===== config.mk =====
export PLATFORM = sky130hd
export DESIGN_NAME = tsf_device_flat
export DESIGN_NICKNAME = d
export VERILOG_FILES = /design/src/rtl/tsf_pkg.sv /design/src/rtl/tsf_if.sv /design/src/rtl/tsf_device.sv /design/src/flat_wrapper.sv
export SDC_FILE = /design/constraint.sdc
export NUM_CORES = 1
export LEC_CHECK = 0
export ABC_AREA = 0
export BUFFER_PORTS_ARGS = -buffer_cell sky130_fd_sc_hd__buf_2
export CORE_UTILIZATION = 35
export DETAILED_ROUTE_END_ITERATION = 10
export SLEW_MARGIN = 20
export SYNTH_ARGS = -nofsm -noshare
export SYNTH_HDL_FRONTEND = slang
export SYNTH_SLANG_ARGS = --single-unit

===== constraint.sdc =====
create_clock -name clk_i -period 8.68 [get_ports clk_i]
set_input_delay 2.604 -clock clk_i [delete_from_list [all_inputs] [get_ports clk_i]]
set_output_delay 2.604 -clock clk_i [all_outputs]
set_load 0.01 [all_outputs]

===== src/rtl/tsf_pkg.sv =====
/*
 Package for the temperature sample store: register offsets, field layouts,
 reset values and sizes shared by the device end and the master end.
 Assumes 8-bit register addresses and 8-bit register data.
*/
package tsf_pkg;
	// ==========================================================
	// Sizes
	localparam int TSF_DEPTH = 32;
	localparam int TSF_WORD_W = 16;
	localparam int TSF_PTR_W = 5;
	localparam int TSF_CNT_W = 6;
	localparam logic [5:0] TSF_FULL_COUNT = 6'h20;
	localparam logic [4:0] TSF_LOST_MAX = 5'h1F;
	// ==========================================================
	// Register offsets
	localparam logic [7:0] TSF_OFS_PUSH_PTR = 8'h04;
	localparam logic [7:0] TSF_OFS_POP_PTR = 8'h05;
	localparam logic [7:0] TSF_OFS_LOST = 8'h06;
	localparam logic [7:0] TSF_OFS_AVAIL = 8'h07;
	localparam logic [7:0] TSF_OFS_DATA = 8'h08;
	localparam logic [7:0] TSF_OFS_WMARK = 8'h09;
	localparam logic [7:0] TSF_OFS_CTRL = 8'h0A;
	// ==========================================================
	// Control register field positions
	localparam int TSF_BIT_ROLLOVER = 1;
	localparam int TSF_BIT_AFULL_TYPE = 2;
	localparam int TSF_BIT_STAT_CLR = 3;
	localparam int TSF_BIT_FLUSH = 4;
	// ==========================================================
	// Reset values
	localparam logic [4:0] TSF_WMARK_RST = 5'h00;
	localparam logic [2:0] TSF_CTRL_RST = 3'h0;
endpackage


===== src/rtl/tsf_if.sv =====
/*
 Interface joining the sample store device and its master: a simple
 byte-wide register access channel standing in for the serial framing.
 Assumes one clock shared by both ends.
*/
`timescale 1ns/1ps
interface tsf_if;
	logic req;       // Master request, one-cycle pulse
	logic wr;        // 1 write, 0 read
	logic [7:0] addr; // Register offset
	logic [7:0] wdata; // Write data
	logic burst_end; // Marks last byte of a burst
	logic [7:0] rdata; // Read data from device
	logic ack;       // Device answer, one-cycle pulse
	modport device (input req, input wr, input addr, input wdata, input burst_end, output rdata, output ack);
	modport master (output req, output wr, output addr, output wdata, output burst_end, input rdata, input ack);
endinterface


===== src/rtl/tsf_device.sv =====
/*
 Device end of the temperature sample store: 32 x 16-bit sample memory,
 pointers, counters, configuration registers and register access slave.
 Assumes pushes come from a conversion engine on the same clock and that
 register requests arrive on the interface one at a time.
*/
`timescale 1ns/1ps
module tsf_device #(
	parameter int DEPTH = tsf_pkg::TSF_DEPTH,
	parameter int WORD_W = tsf_pkg::TSF_WORD_W
) (
	input wire logic clk_i,                    // 40 MHz clock
	input wire logic resetn_i,                 // Synchronous reset, active low
	tsf_if.device bus,                         // Register access channel
	input wire logic push_i,                   // Conversion done, one-cycle pulse
	input wire logic [WORD_W-1:0] sample_i,    // Sample pushed with push_i
	input wire logic status_read_i,            // Status register read, clears flag
	output logic almost_full_o                 // Almost-full status flag
);
	import tsf_pkg::*;

	// ==========================================================
	// State
	logic [WORD_W-1:0] mem_r [DEPTH];
	logic [4:0] push_ptr_r;
	logic [4:0] pop_ptr_r;
	logic [4:0] lost_r;
	logic [5:0] count_r;
	logic [4:0] wmark_r;
	logic rollover_r;
	logic afull_type_r;
	logic stat_clr_r;
	logic byte_sel_r;
	logic [7:0] rdata_r;
	logic ack_r;
	logic afull_r;
	logic afull_cond_d_r;
	logic push_d_r;

	// ==========================================================
	// Decode of requests and events
	logic rd_req;
	logic wr_req;
	logic data_rd;
	logic pop_word;
	logic flush;
	logic full;
	logic store;
	logic ovwr;
	logic ptr_wr;
	logic afull_cond;
	logic [5:0] afull_level;
	logic [7:0] data_byte;

	assign rd_req = bus.req && !bus.wr;
	assign wr_req = bus.req && bus.wr;
	assign data_rd = rd_req && (bus.addr == TSF_OFS_DATA);
	// Second byte of a burst completes a word; a lone first byte pops nothing
	assign pop_word = data_rd && byte_sel_r && (count_r != 6'h00);
	assign flush = wr_req && (bus.addr == TSF_OFS_CTRL) && bus.wdata[TSF_BIT_FLUSH];
	assign ptr_wr = wr_req && (bus.addr == TSF_OFS_POP_PTR);
	assign full = (count_r == TSF_FULL_COUNT);
	assign store = push_i && (!full || rollover_r);
	assign ovwr = push_i && full && rollover_r && !pop_word;
	assign afull_level = TSF_FULL_COUNT - {1'b0, wmark_r};
	assign afull_cond = (count_r >= afull_level);
	// Empty store reads zero, not a stale entry; a reread needs a nonzero count
	assign data_byte = (count_r == 6'h00) ? 8'h00 : (byte_sel_r ? mem_r[pop_ptr_r][7:0] : mem_r[pop_ptr_r][15:8]);

	// Sample memory, straight bit mapping of the temperature word
	always_ff @(posedge clk_i)
	begin
		if (store)
			mem_r[push_ptr_r] <= sample_i;
	end

	// Push pointer: free 5-bit wrap
	always_ff @(posedge clk_i)
	begin
		if (!resetn_i || flush)
			push_ptr_r <= 5'h00;
		else if (store)
			push_ptr_r <= push_ptr_r + 5'h01;
	end

	// Pop pointer: advances on word pop or when rollover overwrites the oldest
	always_ff @(posedge clk_i)
	begin
		if (!resetn_i || flush)
			pop_ptr_r <= 5'h00;
		else if (ptr_wr)
			pop_ptr_r <= bus.wdata[4:0];
		else if (pop_word || ovwr)
			pop_ptr_r <= pop_ptr_r + 5'h01;
	end

	// Available word count; a rewritten pop pointer does not change it
	always_ff @(posedge clk_i)
	begin
		if (!resetn_i || flush)
			count_r <= 6'h00;
		else if (store && !full && !pop_word)
			count_r <= count_r + 6'h01;
		else if (pop_word && !store)
			count_r <= count_r - 6'h01;
	end

	// Lost word counter: a pop clears it, but a sample discarded in that cycle still counts
	always_ff @(posedge clk_i)
	begin
		if (!resetn_i || flush)
			lost_r <= 5'h00;
		else if (pop_word)
			lost_r <= (push_i && !store) ? 5'h01 : 5'h00;
		else if (push_i && full && lost_r != TSF_LOST_MAX)
			lost_r <= lost_r + 5'h01;
	end

	// Configuration registers; flush bit is never stored so it reads back zero
	always_ff @(posedge clk_i)
	begin
		if (!resetn_i)
		begin
			wmark_r <= TSF_WMARK_RST;
			{stat_clr_r, afull_type_r, rollover_r} <= TSF_CTRL_RST;
		end
		else if (wr_req && bus.addr == TSF_OFS_WMARK)
			wmark_r <= bus.wdata[4:0];
		else if (wr_req && bus.addr == TSF_OFS_CTRL)
		begin
			rollover_r <= bus.wdata[TSF_BIT_ROLLOVER];
			afull_type_r <= bus.wdata[TSF_BIT_AFULL_TYPE];
			stat_clr_r <= bus.wdata[TSF_BIT_STAT_CLR];
		end
	end

	// Burst byte phase: any non-data access restarts the pair
	always_ff @(posedge clk_i)
	begin
		if (!resetn_i || flush)
			byte_sel_r <= 1'b0;
		else if (data_rd)
			byte_sel_r <= bus.burst_end ? 1'b0 : !byte_sel_r;
		else if (bus.req)
			byte_sel_r <= 1'b0;
	end

	// Almost-full flag, judged the cycle after a push so the count already holds the new word;
	// type 0 re-raises on every push, type 1 only on new entry
	always_ff @(posedge clk_i)
	begin
		if (!resetn_i || flush)
		begin
			afull_r <= 1'b0;
			afull_cond_d_r <= 1'b0;
			push_d_r <= 1'b0;
		end
		else
		begin
			afull_cond_d_r <= afull_cond;
			push_d_r <= push_i;
			if (afull_cond && (afull_type_r ? !afull_cond_d_r : push_d_r))
				afull_r <= 1'b1;
			else if (status_read_i || (stat_clr_r && data_rd))
				afull_r <= 1'b0;
		end
	end

	assign almost_full_o = afull_r;

	// Read mux and answer, one cycle after the request
	always_ff @(posedge clk_i)
	begin
		if (!resetn_i)
		begin
			rdata_r <= 8'h00;
			ack_r <= 1'b0;
		end
		else
		begin
			ack_r <= bus.req;
			if (rd_req)
			begin
				case (bus.addr)
					TSF_OFS_PUSH_PTR: rdata_r <= {3'h0, push_ptr_r};
					TSF_OFS_POP_PTR: rdata_r <= {3'h0, pop_ptr_r};
					TSF_OFS_LOST: rdata_r <= {3'h0, lost_r};
					TSF_OFS_AVAIL: rdata_r <= {2'h0, count_r};
					TSF_OFS_DATA: rdata_r <= data_byte;
					TSF_OFS_WMARK: rdata_r <= {3'h0, wmark_r};
					TSF_OFS_CTRL: rdata_r <= {3'h0, 1'b0, stat_clr_r, afull_type_r, rollover_r, 1'b0};
					default: rdata_r <= 8'h00;
				endcase
			end
		end
	end

	assign bus.rdata = rdata_r;
	assign bus.ack = ack_r;
endmodule


===== src/flat_wrapper.sv =====
// flat-port wrapper written by rule: the top's interface ports become plain ports
module tsf_device_flat import tsf_pkg::*;
#(
	parameter int DEPTH = tsf_pkg::TSF_DEPTH,
	parameter int WORD_W = tsf_pkg::TSF_WORD_W
)
  (clk_i, resetn_i, push_i, sample_i, status_read_i, almost_full_o, bus_req, bus_wr, bus_addr, bus_wdata, bus_burst_end, bus_rdata, bus_ack);
  tsf_if bus_i ();
  input wire logic clk_i;
  input wire logic resetn_i;
  input wire logic push_i;
  input wire logic [WORD_W-1:0] sample_i;
  input wire logic status_read_i;
  output logic almost_full_o;
  input wire logic [$bits(bus_i.req)-1:0] bus_req;
  input wire logic [$bits(bus_i.wr)-1:0] bus_wr;
  input wire logic [$bits(bus_i.addr)-1:0] bus_addr;
  input wire logic [$bits(bus_i.wdata)-1:0] bus_wdata;
  input wire logic [$bits(bus_i.burst_end)-1:0] bus_burst_end;
  output wire logic [$bits(bus_i.rdata)-1:0] bus_rdata;
  output wire logic [$bits(bus_i.ack)-1:0] bus_ack;
  assign bus_i.req = bus_req;
  assign bus_i.wr = bus_wr;
  assign bus_i.addr = bus_addr;
  assign bus_i.wdata = bus_wdata;
  assign bus_i.burst_end = bus_burst_end;
  assign bus_rdata = bus_i.rdata;
  assign bus_ack = bus_i.ack;
  tsf_device #(.DEPTH(DEPTH), .WORD_W(WORD_W)) u_core (.clk_i(clk_i), .resetn_i(resetn_i), .bus(bus_i), .push_i(push_i), .sample_i(sample_i), .status_read_i(status_read_i), .almost_full_o(almost_full_o));
endmodule

==> results.md, run 1 <==
- Outcome: finished, final reports clean
- Synth area leader: edfxtp_1
- Antenna diodes: 0
- Slew @ Worst Pin: between 0.8 and 0.9 ns
- Worst vdd ir: approximately 0.16 mV
- Leak: between 7 and 8 nW
- Critical-path cell list: buf_2, nor4_1, and2_1, nand4b_2, and3_1, inv_1, ha_1, a21o_1, a21oi_1, o21bai_1, a21oi_1, mux2i_1, xor2_1, nor2_1
- # clock sinks: ~560
- Post-cts resize count: 0
- Share of the synthesized area in the top cell type: 0.6862
- GR Layer Usage met2: 0.2571
- Port Buf Inserts: 45
- Buf/Inv on CP: 2
- M3 GR Usage: 0.03224
- Peak Freq: roughly 0.19 GHz
- Hpwl dp: 30,030 microns
- First-pass GRT wire length: between 70,000 and 80,000 microns
- Mapped cell area: 0.02241 sq mm
- Rows: 92
- Final period demand of the worst path: around 5.4 ns
- DR WL/cell: 24.13 microns
- Largest cells by area after synthesis: edfxtp_1, mux4_2, dfxtp_1
- Initial antenna violation count: 3
- GPL Wtd Cong: around 0.81
- Total power: 0.005505 W
- Remaining DRCs: 0
- Pins Over Slew Limit: 0
- Max-Slew Margin vs Limit: 0.4308
- Most used cell, CP: a21oi_1
- Type of the tightest min-delay check: reg2reg
- NetSw: around 0.0011 W
- Synth Flop Type: edfxtp_1
- Layout Nets: around 1,300
- Number of synthesized flops with an enable pin: roughly 510
- Largest net degree at the start of global routing: between 90 and 100
- Met1 Resource Use GR: 0.2301
- Crit-path slowest cell: nor4_1
- Initial Utilization: 0.3546
- Setup violations, final: 0
- Post-CTS Setup Inserts: 0
- CTS tree: built
- Worst setup SP type: input pin
- Cts bufs inserted: between 50 and 60
- Reg power frac: 0.543
- Core area: 0.06320 sq mm
- Die extent in x: 255.0 microns
- Post-Syn Nets: around 1,200
- WS Path Type: in2reg
- Int Pwr: ~0.0044 W
- Clock share of power: 0.419
- # hold bufs at CTS: 0
- Final WL: slightly above 50,000 microns
- Net Sw Frac: 0.2080
- Crit path DAT: 5.83 ns
- Tcrit/Tclk final: 0.6191
- Layout Skew: 0.01297 ns
- Crit end category: register
- Area delta synth->final: 13.74%
- Die area: 0.06504 sq mm
- Mapped Cells: 1,181
- CP peak stage delay: around 0.47 ns
- Syn Area/Cell: 18.97 sq um
- Power per cell area: approximately 220 mW/mm^2
- I/O pins: roughly 50
- Synth warnings: 0
- RSZ-0062 raised after global routing: false
- Worst path top cell family by delay: simple AND/OR/NAND/NOR gates
- Yosys reg bits: 559
- Routed vias: approximately 11,000
- GR peak layer: met2
- Max clock buf depth: 3
- Max cap viols: 0
- CTS clk-pin slew, worst paths: ~0.060 ns
- Clk_lat worst skew: about 0.6 ns
- TNS Setup: 0 ns
- CP required: approximately 9 ns
- Seq/Total Area, Yosys: 0.7282
- Gate power share: 0.038
- Library cells used by synthesis: 62
- GRT Resource Usage Total: 0.1625
- 1st-iter DRT viols: between 1,000 and 1,500
- # fillers: approximately 5,600
- Via density: approximately 5.3
- H-tree levels: 2
- Final Hold Fails: 0
- Overflow after GRT: 0
- Crit Path Max Fanout: 12
- Chip Height: approximately 260 microns
- DR pass1 iterations: 5
- Vias in the first global route: between 10,000 and 15,000
- Ys async rst share: 0
- Antenna-violating nets left: 0
- Root Driver: clkbuf_16
- Layout cells sized above 1: 0.2567
-- tightest hold or removal path, delay by kind of cell, from the launching register on --
family	cells	cell delay (ns)
DFF	1	0.33
and+or+nand+nor	1	0.08
AOI/OAI and AO/OA	1	0.06
-- kinds of logic after synthesis --
| kind of cell | Yosys count | share of synthesized area |
|---|---|---|
| buffers and inverters | 76 | 0.01686 |
| adders and majority gates | 19 | 0.01095 |
| AOI/OAI and AO/OA | 108 | 0.03395 |
| and+or+nand+nor | 211 | 0.04763 |
| xor gates and xnor gates | 18 | 0.007036 |
| muxes | 190 | 0.1554 |
| DFF | 559 | 0.7282 |
-- area by class of cell --
type                            instances  area, sq um  share of cell area
Inverter                               12        45.04            0.001767
Sequential cell                       559        16330              0.6406
Clock inverter                         38        314.1             0.01232
Clock buffer                           61         1420             0.05572
Multi-Input combinational cell        546         5813              0.2281
Tap cell                              846         1059             0.04154
Timing Repair Buffer                   81        508.0             0.01993
-- cell usage in the layout (no fill, tap or decap), drive strengths merged, types with 4 or more instances in the layout --
| master | count |
|---|---|
| mux4 | 126 |
| nand2 | 43 |
| buf | 81 |
| ha | 18 |
| nor2 | 74 |
| nor3 | 4 |
| nand3b | 5 |
| nand3 | 18 |
| bufinv | 5 |
| clkbuf | 61 |
| and2 | 7 |
| xor2 | 13 |
| a22oi | 29 |
| o21ai | 15 |
| mux2i | 61 |
| a21oi | 16 |
| nand4 | 11 |
| o211ai | 4 |
| inv | 13 |
| clkinv | 31 |
| a211oi | 12 |
| a22o | 4 |
| nor2b | 24 |
| edfxtp | 512 |
| nand2b | 4 |
| dfxtp | 47 |
| xnor2 | 5 |
-- registers in the layout, summed over array words and instances, names as in the netlist, 5 cells and up, named ones only --
| register | count |
|---|---|
| u_core.mem_r | 512 |
| u_core.pop_ptr_r | 5 |
| u_core.count_r | 6 |
| u_core.lost_r | 5 |
| u_core.push_ptr_r | 5 |
| u_core.wmark_r | 5 |
| u_core.bus.rdata | 8 |
-- stage by stage --
stage	setup WS, ns	utilization	std cells	hold WS [ns]	cell area (sq um)
2_1_floorplan	3.483	-	1181	0.4842	22410
3_3_place_gp	2.762	0.3755	2044	0.4856	23730
3_5_place_dp	2.696	0.3756	2044	0.5063	23740
4_1_cts	3.336	0.4030	2143	0.5145	25470
5_1_grt	3.008	0.4033	2143	0.5515	25480
6_report	3.306	0.4033	2143	0.5170	25480
-- metal layers --
metal,up-vias,routed length [microns]
met5,-,8
met4,2,1035
met3,69,3476
met2,370,24350
met1,5919,22840
li1,4942,-
-- worst paths after layout --
| kind | cells past startpoint | start | slack (ns) | to |
|---|---|---|---|---|
| min | 2 | u_core.bus.rdata[7] | 0.52 | u_core.bus.rdata[7] |
| min reg2reg | 2 | u_core.bus.rdata[7] | 0.52 | u_core.bus.rdata[7] |
| max | 14 | bus_addr[5] | 3.31 | u_core.count_r[5] |
| max reg2reg | 8 | register | 5.02 | u_core.bus.rdata[7] |
-- synth_stat cells (all sizes together), types with 4 or more instances --
cell / n
dfxtp: 47
a22oi: 29
a21oi: 16
nand2: 43
mux4: 126
nand2b: 4
a211oi: 12
edfxtp: 512
inv: 12
xnor2: 5
nor2: 74
ha: 18
a22o: 4
mux2i: 61
xor2: 13
o211ai: 4
nor2b: 24
clkbuf: 27
o21ai: 15
buf: 37
nand3: 18
nand3b: 5
and2: 7
nand4: 11
nor3: 4
-- power by group through the flow --
stage	logic (W)	clock network [W]	registers, W
6_report	0.000207	0.00231	0.00299
5_1_grt	0.000230	0.00246	0.00299
4_1_cts	0.000209	0.00236	0.00299
3_5_place_dp	0.000208	0	0.00305
3_3_place_gp	0.000202	0	0.00305
2_1_floorplan	0.000116	0	0.00304
Note: power is estimated with default switching activity, not from simulation.
==> run 2, diff against run 1 <==
clock period = 5.6 ns   (was 8.68 ns; I/O delays follow)
==> run 2 against run 1 <==
Against the previous run:
- non-clock buffer count grew 13
- sequential power grew 55%
- clock-buffer cell count grew 16
- register-to-register slack lost 2.9 ns
- cell count grew 0.65%
- first-iteration DRC count shrank 13%
- routed wire length grew 0.67%
- largest cell class unchanged
- via count grew 1.5%
- critical path depth grew 1
- setup slack lost 2.0 ns
- die area is the same
- critical path type unchanged
==> results.md, run 2 (same netlist as run 1, synthesis figures left out) <==
- Commonest non-fill, non-tap cell in the layout: edfxtp_1
- TNS Setup: 0 ns (unchanged)
- Overflow after GRT: 0 (unchanged)
- NetSw: 0.001752 W (+53%)
- GR peak layer: met2
- Core area: 0.06320 sq mm (unchanged)
- Max clock buf depth: 3 (unchanged)
- Post-CTS Setup Inserts: 0 (unchanged)
- Initial Utilization: 0.3546 (unchanged)
- Crit end category: register
- Net Sw Frac: 0.2087 (+0.0007078)
- GRT Resource Usage Total: 0.1638 (+0.001320)
- Clock share of power: 0.410 (-0.009)
- Worst vdd ir: 0.1918 mV (+22%)
- Worst setup SP type: input pin
- Max-Slew Margin vs Limit: 0.4551 (+0.02431)
- Power per cell area: 329.6 mW/mm^2 (+53%)
- M3 GR Usage: 0.03163 (-0.0006102)
- Pins Over Slew Limit: 0 (unchanged)
- Outcome: finished, final reports clean
- Crit Path Max Fanout: 12 (unchanged)
- Tcrit/Tclk final: 0.7668
- GPL Wtd Cong: 0.8266 (+2.5%)
- Rows: 92 (unchanged)
- Final WL: 52,050 microns (+0.67%)
- Met1 Resource Use GR: 0.2286 (-0.001521)
- I/O pins: 49 (unchanged)
- CP required: 6.06 ns (-3.07 ns)
- Peak Freq: around 0.23 GHz
- GR Layer Usage met2: 0.2649 (+0.007842)
- CTS clk-pin slew, worst paths: 0.06 ns (about the same)
- CP peak stage delay: 0.47 ns (about the same)
- Cts bufs inserted: 55 (unchanged)
- Via density: 5.318 (+0.85%)
- Die extent in x: 255.0 microns (unchanged)
- Layout cells sized above 1: 0.2586 (+0.001835)
- Routed vias: 11,470 (+1.5%)
- Crit path DAT: 4.75 ns (-1.08 ns)
- Largest net degree at the start of global routing: 37 (-62%)
- # hold bufs at CTS: 0 (unchanged)
- Biggest register: u_core.mem_r
- Antenna diodes: 0 (unchanged)
- First-pass GRT wire length: 77,200 microns (+1.1%)
- Max cap viols: 0 (unchanged)
- DR WL/cell: 24.13 microns (about the same)
- Worst path top cell family by delay: simple AND/OR/NAND/NOR gates
- Slew @ Worst Pin: 0.8143 ns (-0.01796 ns)
- Area delta synth->final: 13.69% (about the same)
- H-tree levels: 2 (unchanged)
- WS Path Type: in2reg
- Total power: 0.008397 W (+53%)
- Antenna-violating nets left: 0 (unchanged)
- Initial antenna violation count: 4 (+1)
- Leak: 7.846 nW (+0.15%)
- Buf/Inv on CP: 3 (+1)
- Layout Nets: 1,326 (+0.99%)
- Int Pwr: 0.006645 W (+52%)
- Max reg flops: 512 (unchanged)
- DR pass1 iterations: 5 (unchanged)
- Vias in the first global route: 11,630 (+1.9%)
- Reg power frac: 0.552 (+0.009)
- Root Driver: clkbuf_16
- Crit-path slowest cell: nor4_1
- Port Buf Inserts: 45 (unchanged)
- Remaining DRCs: 0 (unchanged)
- 1st-iter DRT viols: 956 (-13%)
- Commonest non-fill, non-tap cells in the layout: edfxtp_1, mux4_2, mux2i_1, clkbuf_16, buf_4
- Final Hold Fails: 0 (unchanged)
- Clk_lat worst skew: 0.61 ns (about the same)
- CTS tree: built
- Setup violations, final: 0 (unchanged)
- Hpwl dp: 31,670 microns (+5.4%)
- Final period demand of the worst path: 4.294 ns
- Die area: 0.06504 sq mm (unchanged)
- Hold_ws: 0.4993 ns (-0.01769 ns)
- Layout Skew: 0.01822 ns (+0.005248 ns)
- RSZ-0062 raised after global routing: false
- Most used cell, CP: a21oi_1
- Post-cts resize count: 0 (unchanged)
- # clock sinks: 559 (unchanged)
- Post-layout util: 0.4031 (about the same)
- Gate power share: 0.038 (about the same)
- Type of the tightest min-delay check: reg2reg
- Chip Height: 255.0 microns (unchanged)
- Critical-path cell list: buf_2, nor4_1, and2_1, buf_4, nand4b_2, and3_1, inv_1, ha_1, a21o_1, a21oi_1, o21bai_1, a21oi_1, mux2i_1, xor2_1, nor2_1
==> run 2: final timing paths <==
kind                                           from  depth (start not counted)             endpoint  slack, ns
worst max register to register    u_core.count_r[0]                         13    u_core.count_r[5]       2.10
worst max-delay path                    bus_addr[5]                         15    u_core.count_r[5]       1.31
worst min-delay path            u_core.bus.rdata[7]                          2  u_core.bus.rdata[7]       0.50
worst min register to register  u_core.bus.rdata[7]                          2  u_core.bus.rdata[7]       0.50
==> run 2: through the flow <==
stage / area (sq um) / cells / worst slack, ns
5_1_grt: 25470 / 2157 / 0.9934
4_1_cts: 25470 / 2157 / 1.332
6_report: 25470 / 2157 / 1.306
2_1_floorplan: 22410 / 1181 / 1.327
3_5_place_dp: 23820 / 2057 / 0.7045
3_3_place_gp: 23820 / 2057 / 0.7886
==> run 2: final cells by class <==
class	instances	area (sq um)
Tap cell	846	1059
Inverter	12	45.04
Clock inverter	23	172.7
Multi-Input combinational cell	546	5798
Clock buffer	77	1480
Sequential cell	559	16330
Fill cell	5605	37720
Timing Repair Buffer	94	593.1
==> run 2: power by group through the flow <==
stage	Combinational [W]	Clock, W	Sequential [W]
after floorplan	0.000180	0	0.00471
after global placement	0.000310	0	0.00472
after detailed placement	0.000321	0	0.00473
after CTS	0.000322	0.00353	0.00464
after global routing	0.000354	0.00369	0.00464
final	0.000317	0.00344	0.00464
==> run 2: per-layer routing <==
| metal | vias to the layer above | routed length, microns |
|---|---|---|
| met5 | - | 38 |
| met2 | 386 | 25080 |
| met3 | 65 | 3200 |
| met4 | 6 | 887 |
| li1 | 4964 | - |
| met1 | 6051 | 22850 |
==> run 2: worst register-to-register path: cells and delay by family (launching register included) <==
| kind | cells | cell delay, ns |
|---|---|---|
| buf+inv | 1 | 0.15 |
| xor+xnor | 1 | 0.16 |
| mux | 1 | 0.25 |
| compound gates | 4 | 0.66 |
| fa+ha+maj | 1 | 0.30 |
| flops | 1 | 0.38 |
| simple gates | 5 | 1.46 |
